## src/hw/pcw_pkg.sv

```systemverilog
package pcw_pkg;

    // ==========================================================
    // Timing
    // ==========================================================
    localparam int CLK_PERIOD_NS = 100;
    localparam int T_END_NS      = 405000;
    localparam int WORD_LATCH_TIMEOUT_NS      = 50000;
    localparam int T_ON_MIN_NS   = 1000;
    localparam int T_OFF_MIN_NS  = 1000;
    // Least times, rounded up to whole cycles
    localparam int END_CYC       = (T_END_NS + CLK_PERIOD_NS - 1) / CLK_PERIOD_NS;
    localparam int LAT_CYC       = (WORD_LATCH_TIMEOUT_NS + CLK_PERIOD_NS - 1) / CLK_PERIOD_NS;
    localparam int TON_CYC       = (T_ON_MIN_NS + CLK_PERIOD_NS - 1) / CLK_PERIOD_NS;
    localparam int TOFF_CYC      = (T_OFF_MIN_NS + CLK_PERIOD_NS - 1) / CLK_PERIOD_NS;
    localparam int TMR_W         = 13;
    localparam logic [TMR_W-1:0] END_CNT  = TMR_W'(END_CYC);
    localparam logic [TMR_W-1:0] LAT_CNT  = TMR_W'(LAT_CYC);
    localparam logic [TMR_W-1:0] TON_CNT  = TMR_W'(TON_CYC);
    localparam logic [TMR_W-1:0] TOFF_CNT = TMR_W'(TOFF_CYC);

    // ==========================================================
    // Word counter and register map
    // ==========================================================
    localparam int CNT_W = 6;
    localparam logic [CNT_W-1:0] CNT_SAT          = 6'h3f;
    localparam logic [CNT_W-1:0] ADDR_FLASH       = 6'h01;
    localparam logic [CNT_W-1:0] ADDR_TORCH       = 6'h02;
    localparam logic [CNT_W-1:0] ADDR_TMR_LEN     = 6'h03;
    localparam logic [CNT_W-1:0] ADDR_BATT        = 6'h04;
    localparam logic [CNT_W-1:0] ADDR_TMR_LVL     = 6'h05;
    localparam logic [CNT_W-1:0] MAX_FLASH        = 6'h1f;
    localparam logic [CNT_W-1:0] MAX_TORCH        = 6'h1f;
    localparam logic [CNT_W-1:0] MAX_TMR_LEN      = 6'h07;
    localparam logic [CNT_W-1:0] MAX_BATT         = 6'h09;
    localparam logic [CNT_W-1:0] MAX_TMR_LVL      = 6'h05;
    localparam int               EN_BIT           = 4;
    localparam logic [1:0]       WORDS_PER_FRAME  = 2'h2;
    localparam logic [1:0]       WORDS_SAT        = 2'h3;

    typedef struct packed {
        logic [4:0] flash_enable_and_level;
        logic [4:0] torch_enable_and_level;
        logic [2:0] safety_timer_length;
        logic [3:0] battery_low_threshold;
        logic [2:0] safety_timer_current_level;
    } pcw_regs_t;

    localparam pcw_regs_t REGS_RST = '{5'h04, 5'h04, 3'h7, 4'h1, 3'h4};

    // ==========================================================
    // Current decode
    // ==========================================================
    localparam logic [3:0]  LAST_LINEAR_CODE = 4'hd;
    localparam logic [10:0] FLASH_MA_BASE    = 11'h4b0;
    localparam logic [10:0] FLASH_MA_STEP    = 11'h032;
    localparam logic [10:0] FLASH_MA_CODE14  = 11'h190;
    localparam logic [10:0] FLASH_MA_CODE15  = 11'h0fa;
    localparam logic [11:0] TORCH_DMA_BASE   = 12'hbb8;
    localparam logic [11:0] TORCH_DMA_STEP   = 12'h07d;
    localparam logic [11:0] TORCH_DMA_CODE14 = 12'h3e8;
    localparam logic [11:0] TORCH_DMA_CODE15 = 12'h271;

    typedef enum logic [2:0] {
        ST_SHUT = 3'b000,
        ST_IDLE = 3'b001,
        ST_LOW  = 3'b011,
        ST_HIGH = 3'b010,
        ST_ERR  = 3'b110
    } pcw_state_t;

endpackage

```

## src/hw/pcw_port.sv

```systemverilog
`timescale 1ns/10ps

// Function
// - High for end period after frame, rise in shutdown, or error: go idle, keep registers.
// - Low for end period: shutdown, drop frame, registers to defaults.
// - Low longer than latch timeout but short of shutdown: discard frame as error.
// - Pulse count above the addressed register's maximum: data discarded.
// - First falling edge in idle starts frame; first rising edge clears counter.
// - Count pulse only if low then rise within latch timeout; short lows are not counted, short highs end the frame in error.
// - Every counted rising edge after the first in a word increments the word counter.
// - High beyond latch timeout latches word: first to address, second to data shadow.
// - Stop after frame starts decode and update of the selected register.
// - Only exactly one address and one data word accepted; others discarded.
// - Addresses start at 1; bad address or oversize data discards frame.
// - Five write-only registers at 1..5, maxima 31, 31, 7, 9, 5.
// - Flash register bit 4 enables flash, bits 3:0 select current.
// - Flash code: 1200 mA down 50 mA per step to 13; 400, 250 mA.
// - Torch register bit 4 enables torch, bits 3:0 select current; here bit 4 is only stored, and no logic uses it.
// - Torch code: 300 mA down 12.5 mA per step; 100, 62.5 mA.
// - Flash register defaults to 4 after shutdown: 1 A, not enabled.
// - Safety timer length codes 0..7, default 7, limit LED on-time; here the code is only stored, and flash_active_o has no time limit.
// - Shutdown period is 405 us of low line.
// - Flash trigger rise starts flash mode; ends when pin low and enable clear.
module pcw_port
    import pcw_pkg::*;
#(
    parameter logic [TMR_W-1:0] END_LIMIT  = END_CNT,
    parameter logic [TMR_W-1:0] LAT_LIMIT  = LAT_CNT,
    parameter logic [TMR_W-1:0] TON_LIMIT  = TON_CNT,
    parameter logic [TMR_W-1:0] TOFF_LIMIT = TOFF_CNT
)
(
    // Clock and reset
    input  wire logic        ref_clk_i,
    input  wire logic        rst_n_i,
    // Pins
    input  wire logic        control_line_i,
    input  wire logic        flash_trigger_i,
    // Register contents
    output pcw_regs_t        ctrl_regs_o,
    // Decoded currents, flash in mA, torch in 0.1 mA
    output logic [10:0]      flash_current_ma_o,
    output logic [11:0]      torch_current_dma_o,
    // Status
    output logic             shutdown_o,
    output logic             flash_active_o,
    output logic             write_done_o,
    output logic             frame_error_o
);

    // ==========================================================
    // Line synchroniser and period timer
    // ==========================================================
    logic              sync_meta;
    logic              sync_line;
    logic              line_q;
    logic              rise;
    logic              fall;
    logic [TMR_W-1:0]  tmr;

    always_ff @(posedge ref_clk_i)
    begin
        if (!rst_n_i)
        begin
            sync_meta <= 1'b0;
            sync_line <= 1'b0;
            line_q    <= 1'b0;
        end
        else
        begin
            sync_meta <= control_line_i;
            sync_line <= sync_meta;
            line_q    <= sync_line;
        end
    end

    assign rise = sync_line & ~line_q;
    assign fall = ~sync_line & line_q;

    // Saturates at the end period so a parked line never wraps back to zero
    always_ff @(posedge ref_clk_i)
    begin
        if (!rst_n_i)
            tmr <= '0;
        else if (rise | fall)
            tmr <= '0;
        else if (tmr != END_LIMIT)
            tmr <= tmr + 13'h0001;
    end

    // ==========================================================
    // Frame state machine
    // ==========================================================
    pcw_state_t        state;
    pcw_state_t        next_state;
    logic              go_shut;
    logic              count_pulse;
    logic              latch_word;
    logic              stop;
    logic              to_err;
    logic              word_first;
    logic              frame_ok;
    logic              do_write;
    logic [CNT_W-1:0]  pulse_cnt;
    logic [CNT_W-1:0]  addr_sh;
    logic [CNT_W-1:0]  data_sh;
    logic [1:0]        words;

    function automatic logic [CNT_W-1:0] reg_max(input logic [CNT_W-1:0] a);
        case (a)
            ADDR_FLASH:   reg_max = MAX_FLASH;
            ADDR_TORCH:   reg_max = MAX_TORCH;
            ADDR_TMR_LEN: reg_max = MAX_TMR_LEN;
            ADDR_BATT:    reg_max = MAX_BATT;
            ADDR_TMR_LVL: reg_max = MAX_TMR_LVL;
            default:      reg_max = '0;
        endcase
    endfunction

    // A rise in the same cycle as the end count means the line is already back
    assign go_shut = ~line_q & ~rise & (tmr == END_LIMIT);

    always_comb
    begin
        next_state  = state;
        count_pulse = 1'b0;
        latch_word  = 1'b0;
        stop        = 1'b0;
        to_err      = 1'b0;
        if (go_shut)
            next_state = ST_SHUT;
        else
        begin
            case (state)
                ST_SHUT:
                    if (rise)
                        next_state = ST_IDLE;
                ST_IDLE:
                    if (fall)
                        next_state = ST_LOW;
                ST_LOW:
                    if (rise)
                    begin
                        next_state  = ST_HIGH;
                        count_pulse = (tmr >= TOFF_LIMIT);
                    end
                    else if (tmr == LAT_LIMIT)
                    begin
                        next_state = ST_ERR;
                        to_err     = 1'b1;
                    end
                ST_HIGH:
                    if (fall)
                    begin
                        next_state = (tmr < TON_LIMIT) ? ST_ERR : ST_LOW;
                        to_err     = (tmr < TON_LIMIT);
                    end
                    else if (tmr == LAT_LIMIT)
                        latch_word = ~word_first;
                    else if (tmr == END_LIMIT)
                    begin
                        next_state = ST_IDLE;
                        stop       = 1'b1;
                    end
                ST_ERR:
                    if (rise)
                        next_state = ST_IDLE;
                default:
                    next_state = ST_SHUT;
            endcase
        end
    end

    always_ff @(posedge ref_clk_i)
    begin
        if (!rst_n_i)
            state <= ST_SHUT;
        else
            state <= next_state;
    end

    // ==========================================================
    // Word counting and shadows
    // ==========================================================
    always_ff @(posedge ref_clk_i)
    begin
        if (!rst_n_i || (state == ST_IDLE && fall))
        begin
            word_first <= 1'b1;
            pulse_cnt  <= '0;
            words      <= '0;
        end
        else if (count_pulse)
        begin
            word_first <= 1'b0;
            if (word_first)
                pulse_cnt <= '0;
            else if (pulse_cnt != CNT_SAT)
                pulse_cnt <= pulse_cnt + 6'h01;
        end
        else if (latch_word)
        begin
            word_first <= 1'b1;
            if (words != WORDS_SAT)
                words <= words + 2'h1;
        end
    end

    always_ff @(posedge ref_clk_i)
    begin
        if (!rst_n_i)
        begin
            addr_sh <= '0;
            data_sh <= '0;
        end
        else if (latch_word && words == 2'h0)
            addr_sh <= pulse_cnt;
        else if (latch_word && words == 2'h1)
            data_sh <= pulse_cnt;
    end

    // Saturated count reads 63, above every maximum, so overflow is caught here too
    assign frame_ok = (words == WORDS_PER_FRAME)
                    && (reg_max(addr_sh) != '0)
                    && (data_sh <= reg_max(addr_sh));
    assign do_write = stop & frame_ok;

    // ==========================================================
    // Control registers
    // ==========================================================
    always_ff @(posedge ref_clk_i)
    begin
        if (!rst_n_i || go_shut)
            ctrl_regs_o <= REGS_RST;
        else if (do_write)
        begin
            case (addr_sh)
                ADDR_FLASH:   ctrl_regs_o.flash_enable_and_level     <= data_sh[4:0];
                ADDR_TORCH:   ctrl_regs_o.torch_enable_and_level     <= data_sh[4:0];
                ADDR_TMR_LEN: ctrl_regs_o.safety_timer_length        <= data_sh[2:0];
                ADDR_BATT:    ctrl_regs_o.battery_low_threshold      <= data_sh[3:0];
                ADDR_TMR_LVL: ctrl_regs_o.safety_timer_current_level <= data_sh[2:0];
                default:      ctrl_regs_o <= ctrl_regs_o;
            endcase
        end
    end

    always_ff @(posedge ref_clk_i)
    begin
        if (!rst_n_i)
        begin
            shutdown_o    <= 1'b1;
            write_done_o  <= 1'b0;
            frame_error_o <= 1'b0;
        end
        else
        begin
            shutdown_o    <= (next_state == ST_SHUT);
            write_done_o  <= do_write;
            frame_error_o <= to_err | (stop & ~frame_ok);
        end
    end

    // ==========================================================
    // Current decode, one cycle behind the registers
    // ==========================================================
    logic [3:0] fcode;
    logic [3:0] tcode;

    assign fcode = ctrl_regs_o.flash_enable_and_level[3:0];
    assign tcode = ctrl_regs_o.torch_enable_and_level[3:0];

    always_ff @(posedge ref_clk_i)
    begin
        if (!rst_n_i)
        begin
            flash_current_ma_o  <= '0;
            torch_current_dma_o <= '0;
        end
        else
        begin
            if (fcode <= LAST_LINEAR_CODE)
                flash_current_ma_o <= FLASH_MA_BASE - FLASH_MA_STEP * {7'h00, fcode};
            else
                flash_current_ma_o <= fcode[0] ? FLASH_MA_CODE15 : FLASH_MA_CODE14;
            if (tcode <= LAST_LINEAR_CODE)
                torch_current_dma_o <= TORCH_DMA_BASE - TORCH_DMA_STEP * {8'h00, tcode};
            else
                torch_current_dma_o <= tcode[0] ? TORCH_DMA_CODE15 : TORCH_DMA_CODE14;
        end
    end

    // ==========================================================
    // Flash mode
    // ==========================================================
    logic trig_q;
    logic flash_en;

    assign flash_en = ctrl_regs_o.flash_enable_and_level[EN_BIT];

    always_ff @(posedge ref_clk_i)
    begin
        if (!rst_n_i)
        begin
            trig_q         <= 1'b0;
            flash_active_o <= 1'b0;
        end
        else
        begin
            trig_q <= flash_trigger_i;
            // Flash mode is off in shutdown, whatever the pin does
            if (state == ST_SHUT)
                flash_active_o <= 1'b0;
            else if ((flash_trigger_i & ~trig_q) | flash_en)
                flash_active_o <= 1'b1;
            else if (!flash_trigger_i)
                flash_active_o <= 1'b0;
        end
    end
endmodule

```

## config.mk

```make
export PLATFORM = sky130hd
export DESIGN_NAME = pcw_port
export DESIGN_NICKNAME = d
export VERILOG_FILES = /design/src/hw/pcw_pkg.sv /design/src/hw/pcw_port.sv
export SDC_FILE = /design/constraint.sdc
export NUM_CORES = 1
export LEC_CHECK = 0
export BUFFER_PORTS_ARGS = -buffer_cell sky130_fd_sc_hd__buf_4
export CAP_MARGIN = 20
export CORE_ASPECT_RATIO = 1.25
export CORE_MARGIN = 4
export CORE_UTILIZATION = 50
export CTS_BUF_LIST = sky130_fd_sc_hd__clkbuf_8
export CTS_CLUSTER_DIAMETER = 120
export DETAILED_ROUTE_END_ITERATION = 12
export PLACE_DENSITY = 0.69
export SLEW_MARGIN = 20
export SYNTH_ARGS = -nofsm -noshare
export SYNTH_HDL_FRONTEND = slang
export SYNTH_SLANG_ARGS = --single-unit
```

## constraint.sdc

```tcl
create_clock -name ref_clk_i -period 5.65 [get_ports ref_clk_i]
set_input_delay 0.8475 -clock ref_clk_i [delete_from_list [all_inputs] [get_ports ref_clk_i]]
set_output_delay 0.8475 -clock ref_clk_i [all_outputs]
set_load 0.02 [all_outputs]
```

# Word-level counts from Yosys, hierarchy flattened
# Cells that the tools add are included.
[totals] ff_bits=88 inputBits=4 output_inout_bits=47 wordCells=134
[classes] n_addsub=5 n_mul=2 n_lt_le_gt_ge=5 eq_ne=17 muxes=38 n_bitwise=19 n_reduce_logical=26
[op_table] operator="$mux W3" count=9
[op_table] operator="$mux W1" count=20
[op_table] operator="$pmux W5 S4" count=1
[op_table] operator="$mux W9" count=2
[op_table] operator="$reduce_and A2 Y1" count=7
[op_table] operator="$add A13 B1 Y13 const B" count=1
[op_table] operator="$eq A13 B12 Y1 const B" count=1
[op_table] operator="$eq A13 B9 Y1 const B" count=1
[op_table] operator="$ge A13 B4 Y1 const B" count=1
[op_table] operator="$lt A13 B4 Y1 const B" count=1
[op_table] operator="$ne A13 B12 Y1 const B" count=1
[op_table] operator="$eq A6 B2 Y1 const B" count=2
[op_table] operator="$eq A6 B3 Y1 const B" count=2
[op_table] operator="$mux W12" count=1
[op_table] operator="$mux W6" count=2
[op_table] operator="$pmux W3 S4" count=1
[op_table] operator="$sub A12 B11 Y12 const A" count=1
[op_table] operator="$mul A7 B4 Y11 const A" count=1
[op_table] operator="$mux W11" count=1
[op_table] operator="$sub A11 B10 Y11 const A" count=1
[op_table] operator="$mul A5 B4 Y9 const A" count=1
[op_table] operator="$not A1 Y1" count=9
[op_table] operator="$le A4 B4 Y1 const B" count=2
[op_table] operator="$reduce_or A2 Y1" count=4
[op_table] operator="23 further kinds" count=39

# Logic depth before layout (Yosys ltp)
[depth] word_depth=9 mapped_depth=13 ltp_nobuf=13

# Least setup slack after synthesis
# Ideal clock, no wire load.
[synth_timing] kind="register -> register" start="reg ctrl_regs_o[12] (netlist bit)" end="reg torch_current_dma_o[9]" setup_time_ns=0.132 arrival_time_ns=3.101 required_ns=5.518 path_slack_ns=2.417 stages_incl_launch_ff=12 n_path_buf=0 period_less_slack_ns=3.233 path_cell_list="dfxtp_1 > inv_1 > fa_1 > fa_1 > inv_1 > ha_1 > ha_1 > nand3_1 > o211ai_1 > o41ai_1 > xnor2_1 > a21oi_1"
[synth_via] elab_chain_len=3 elab_cells_between_ends=4 classes_between="add/sub (1); mul (1); order compare (1); mux (1)"
[synth_lines] element="start, declared" line="pcw_port.sv:40" text="output pcw_regs_t ctrl_regs_o,"
[synth_lines] element="start signal, assigned" line="pcw_port.sv:243" text="default: ctrl_regs_o <= ctrl_regs_o;"
[synth_lines] element="$mul A7 B4 Y11" line="pcw_port.sv:287" text="torch_current_dma_o <= TORCH_DMA_BASE - TORCH_DMA_STEP * {8'h00, tcode};"
[synth_lines] element="$sub A12 B11 Y12" line="pcw_port.sv:287"
[synth_lines] element="$mux W12 (*)" line="pcw_port.sv:286" text="if (tcode <= LAST_LINEAR_CODE)"
[synth_lines] element="end signal, assigned" line="pcw_port.sv:287"
[synth_lines] element="end signal, assigned" line="pcw_port.sv:289" text="torch_current_dma_o <= tcode[0] ? TORCH_DMA_CODE15 : TORCH_DMA_CODE14;"
[synth_lines] element="end, declared" line="pcw_port.sv:43" text="output logic [11:0] torch_current_dma_o,"
# Every way passes the cells marked *; elsewhere a longest branch is shown, timed or not.
# A chain may end at the register's enable or synchronous reset.

# Worst setup path after layout
# Same ends and word-level chain as after synthesis.

==> flow_summary_export.csv <==
group,metric,value,unit
die,std_cell_rows,40,
logic_synthesis,yosysWarnings,0,
logic_synthesis,syn-mean-instance-area,8.94,µm²
timing,min_period,3.29,ns
worst_setup_path,regToRegSetupSlack,2.36,ns
logic_synthesis,syn_inst,551,
clock_network,htree_num_levels,3,
die,fp.dieW,96.8,µm
drt,ant_nets,0,
worst_setup_path,crit_family,"adder cells",
worst_setup_path,arrival,3.53,ns
worst_setup_path,crit_chain,"inv_1, fa_1, fa_1, inv_1, ha_1, ha_1, nand3_1, o211ai_1, o41ai_1, xnor2_1, a21oi_1",
logic_synthesis,ys_seq_elements,87,
timing,fin_worst_skew,0.0118,ns
power,p_comb_frac,0.049,
clock_network,clock-sinks,87,
global_route,grt_first_pass_wirelength,17800,µm
layout,area_growth,13.1,%
logic_synthesis,yosysSeqAreaShare,0.354,
clock_network,cts_resized,0,
die,ioPinCount,51,
clock_network,cts_setup_buffers,0,
layout,finalInstanceArea,5570,µm²
timing,postLayoutSetupSlackWorst,2.36,ns
logic_synthesis,async_flop_share,0,
power,p_leak,2.50,nW
logic_synthesis,synth-edff-count,0,
place,placed_area,5390,µm²
worst_setup_path,slowest_delay,0.56,ns
global_route,grt_use_total,0.183,
logic_synthesis,ys.flop_type,"dfxtp_1",
drt,drc,0,
timing,fin_tns_setup,0,ns
die,start_util,0.513,
place,io_buffers,49,
clock_network,hold_buffers,0,
layout,drive_gt1_frac,0.146,
power,switching_share,0.258,
logic_synthesis,syn-cell-area,4930,µm²
timing,worst_slew_pin_slew,0.939,ns
place,globalplace.congestion,0.838,
power,p_int,0.806,mW
outcome,outcome,"finished clean",
drt,drt-initial-drc-count,179,
timing,slew_violations,0,
logic_synthesis,netlist-cell-type-count,64,
logic_synthesis,synth_nets,614,
timing,fmax,304,MHz
worst_setup_path,start_kind,"flip-flop",
power,p_sw,0.281,mW
timing,finalSetupViolCount,0,
worst_setup_path,worstSetupPathType,"reg2reg",
power,power_density,195,nW/µm²
power,seqPwrFrac,0.576,
clock_network,numCtsBuffers,9,
die,die_h,119,µm
layout,nets,659,
layout,final_cell_mix,"dfxtp_1, nor2_1, ha_1",
place,hpwl,7840,µm
timing,hold_violations,0,
power,pwr-share-clk,0.375,
global_route,gr-total-overflow,0,
layout,layout_commonest_cell,"dfxtp_1",
die,core-area,9610,µm²
worst_setup_path,critical_path_buf_inv_count,2,
drt,num_vias,3944,
global_route,grt_pass1_vias,3884,
timing,period_share,0.582,
layout,n_antenna_cell,0,
die,die_area,11500,µm²
layout,post-route-util,0.580,
clock_network,insertion_delay,0.36,ns
global_route,antenna_found_initial,0,
global_route,grt_max_degree,30,
clock_network,clockBufferDepth,2,
drt,detail_route.wl_per_cell,14.2,µm
clock_network,root_buffer,"clkbuf_8",
timing,rsz0062_at_grt,"false",
hold_path,hold_class,"reg2reg",
drt,via_per_inst,5.43,
run,cap_violations,0,
worst_setup_path,crit_fanout,7,
clock_network,cts_tree,"yes",
worst_setup_path,critPathCaptureType,"flip-flop",
drt,routed_wl,10300,µm
drt,dr.pass1.iters,4,
power,ir_worst_vdd,94.4,µV
worst_setup_path,worst_ep_required_time,5.89,ns
worst_setup_path,critPathSlowestCell,"fa_1",
timing,max_slew_margin,0.374,
clock_network,clkSlewWorstSetupHoldPaths,0.10,ns
place,pre_cts_slack,2.37,ns
## flip-flops by register name (all words and copies together), names as in the netlist
signal               count
sync_meta                1
write_done_o             1
data_sh                  6
line_q                   1
sync_line                1
shutdown_o               1
frame_error_o            1
trig_q                   1
ctrl_regs_o             20
addr_sh                  6
flash_current_ma_o      10
word_first               1
pulse_cnt                6
flash_active_o           1
state                    3
words                    2
torch_current_dma_o     12
tmr                     13
## final timing paths
check	endpoint	cells past startpoint	start
max reg2reg	torch_current_dma_o[9]	11	ctrl_regs_o[12]
min reg2reg	sync_line	1	sync_meta
min	sync_line	1	sync_meta
max	torch_current_dma_o[9]	11	ctrl_regs_o[12]
## layout make-up
cell class | count | area [µm²]
inverter | 50 | 188
clock buffer | 9 | 124
sequential | 87 | 1740
clock inverter | 7 | 55.1
multi-input combinational | 398 | 2930
timing repair buffer | 50 | 375
fill | 873 | 4040
tap | 126 | 158
## power groups by stage
stage | Clock, mW | Combinational (mW) | Sequential [mW]
6_report | 0.408 | 0.0529 | 0.627
2_1_floorplan | 0 | 0.0309 | 0.645
5_1_grt | 0.447 | 0.0579 | 0.628
3_5_place_dp | 0 | 0.0529 | 0.641
3_3_place_gp | 0 | 0.0524 | 0.641
4_1_cts | 0.423 | 0.0532 | 0.627
## through the flow
step / total power [mW] / instances / hold slack [ns]
3_5_place_dp: 0.694 / 711 / 0.430
4_1_cts: 1.10 / 727 / 0.451
2_1_floorplan: 0.676 / 551 / 0.412
5_1_grt: 1.13 / 727 / 0.483
3_3_place_gp: 0.693 / 711 / 0.415
6_report: 1.09 / 727 / 0.444
## cell families after synthesis
family	after synthesis	synth area share
muxes	33	0.0671
adders and majority gates	59	0.159
and+or+nand+nor	204	0.224
buffers and inverters	66	0.0533
DFF	87	0.354
other	1	0.000761
xor gates and xnor gates	25	0.0445
AOI/OAI and AO/OA	76	0.0980
## synthesized netlist by cell type, types with 2 or more instances
library cell,count,share of area
o211ai_1,4,0.0061
a31o_2,2,0.0036
inv_1,50,0.038
nand2_1,46,0.035
o21ai_0,12,0.012
o31ai_1,3,0.0046
nand2b_1,6,0.0076
nand3_1,18,0.018
buf_4,2,0.0030
or3_1,5,0.0064
a211oi_1,2,0.0030
clkbuf_1,4,0.0030
fa_1,6,0.024
o21a_1,2,0.0030
ha_1,53,0.13
or4_1,5,0.0076
xnor2_1,14,0.025
nand3_2,2,0.0041
nor4_1,2,0.0025
and4bb_2,2,0.0051
a31oi_1,3,0.0038
nor3b_1,2,0.0030
xor2_1,11,0.020
buf_2,6,0.0061
nor3_2,2,0.0041
or4b_2,2,0.0041
o21bai_1,3,0.0046
and3_1,9,0.011
nor2b_1,3,0.0038
a21oi_1,30,0.030
nor3_1,9,0.0091
and4_1,2,0.0036
buf_1,4,0.0030
nor2_1,61,0.046
mux2i_1,33,0.067
dfxtp_1,87,0.35
or2_2,3,0.0038
nand4_1,10,0.013
a21boi_0,2,0.0030
and2_1,4,0.0051
o41ai_1,2,0.0036
## worst register-to-register path: cells and delay by family, from the launching register on
family | cells | cell delay (ns)
xor gates and xnor gates | 1 | 0.17
DFF | 1 | 0.46
adders and majority gates | 4 | 1.70
buffers and inverters | 2 | 0.22
AOI/OAI and AO/OA | 3 | 0.52
and+or+nand+nor | 1 | 0.10
## per-layer routing
layer / up-vias / global-route usage / wire length, µm
li1: 1987 / - / -
met1: 1881 / 0.210 / 4470
met2: 66 / 0.334 / 5290
met3: 10 / 0.0428 / 389
met4: 0 / 0.0588 / 138
met5: - / 0 / 0
No activity file was read; power rests on OpenSTA's default activity.
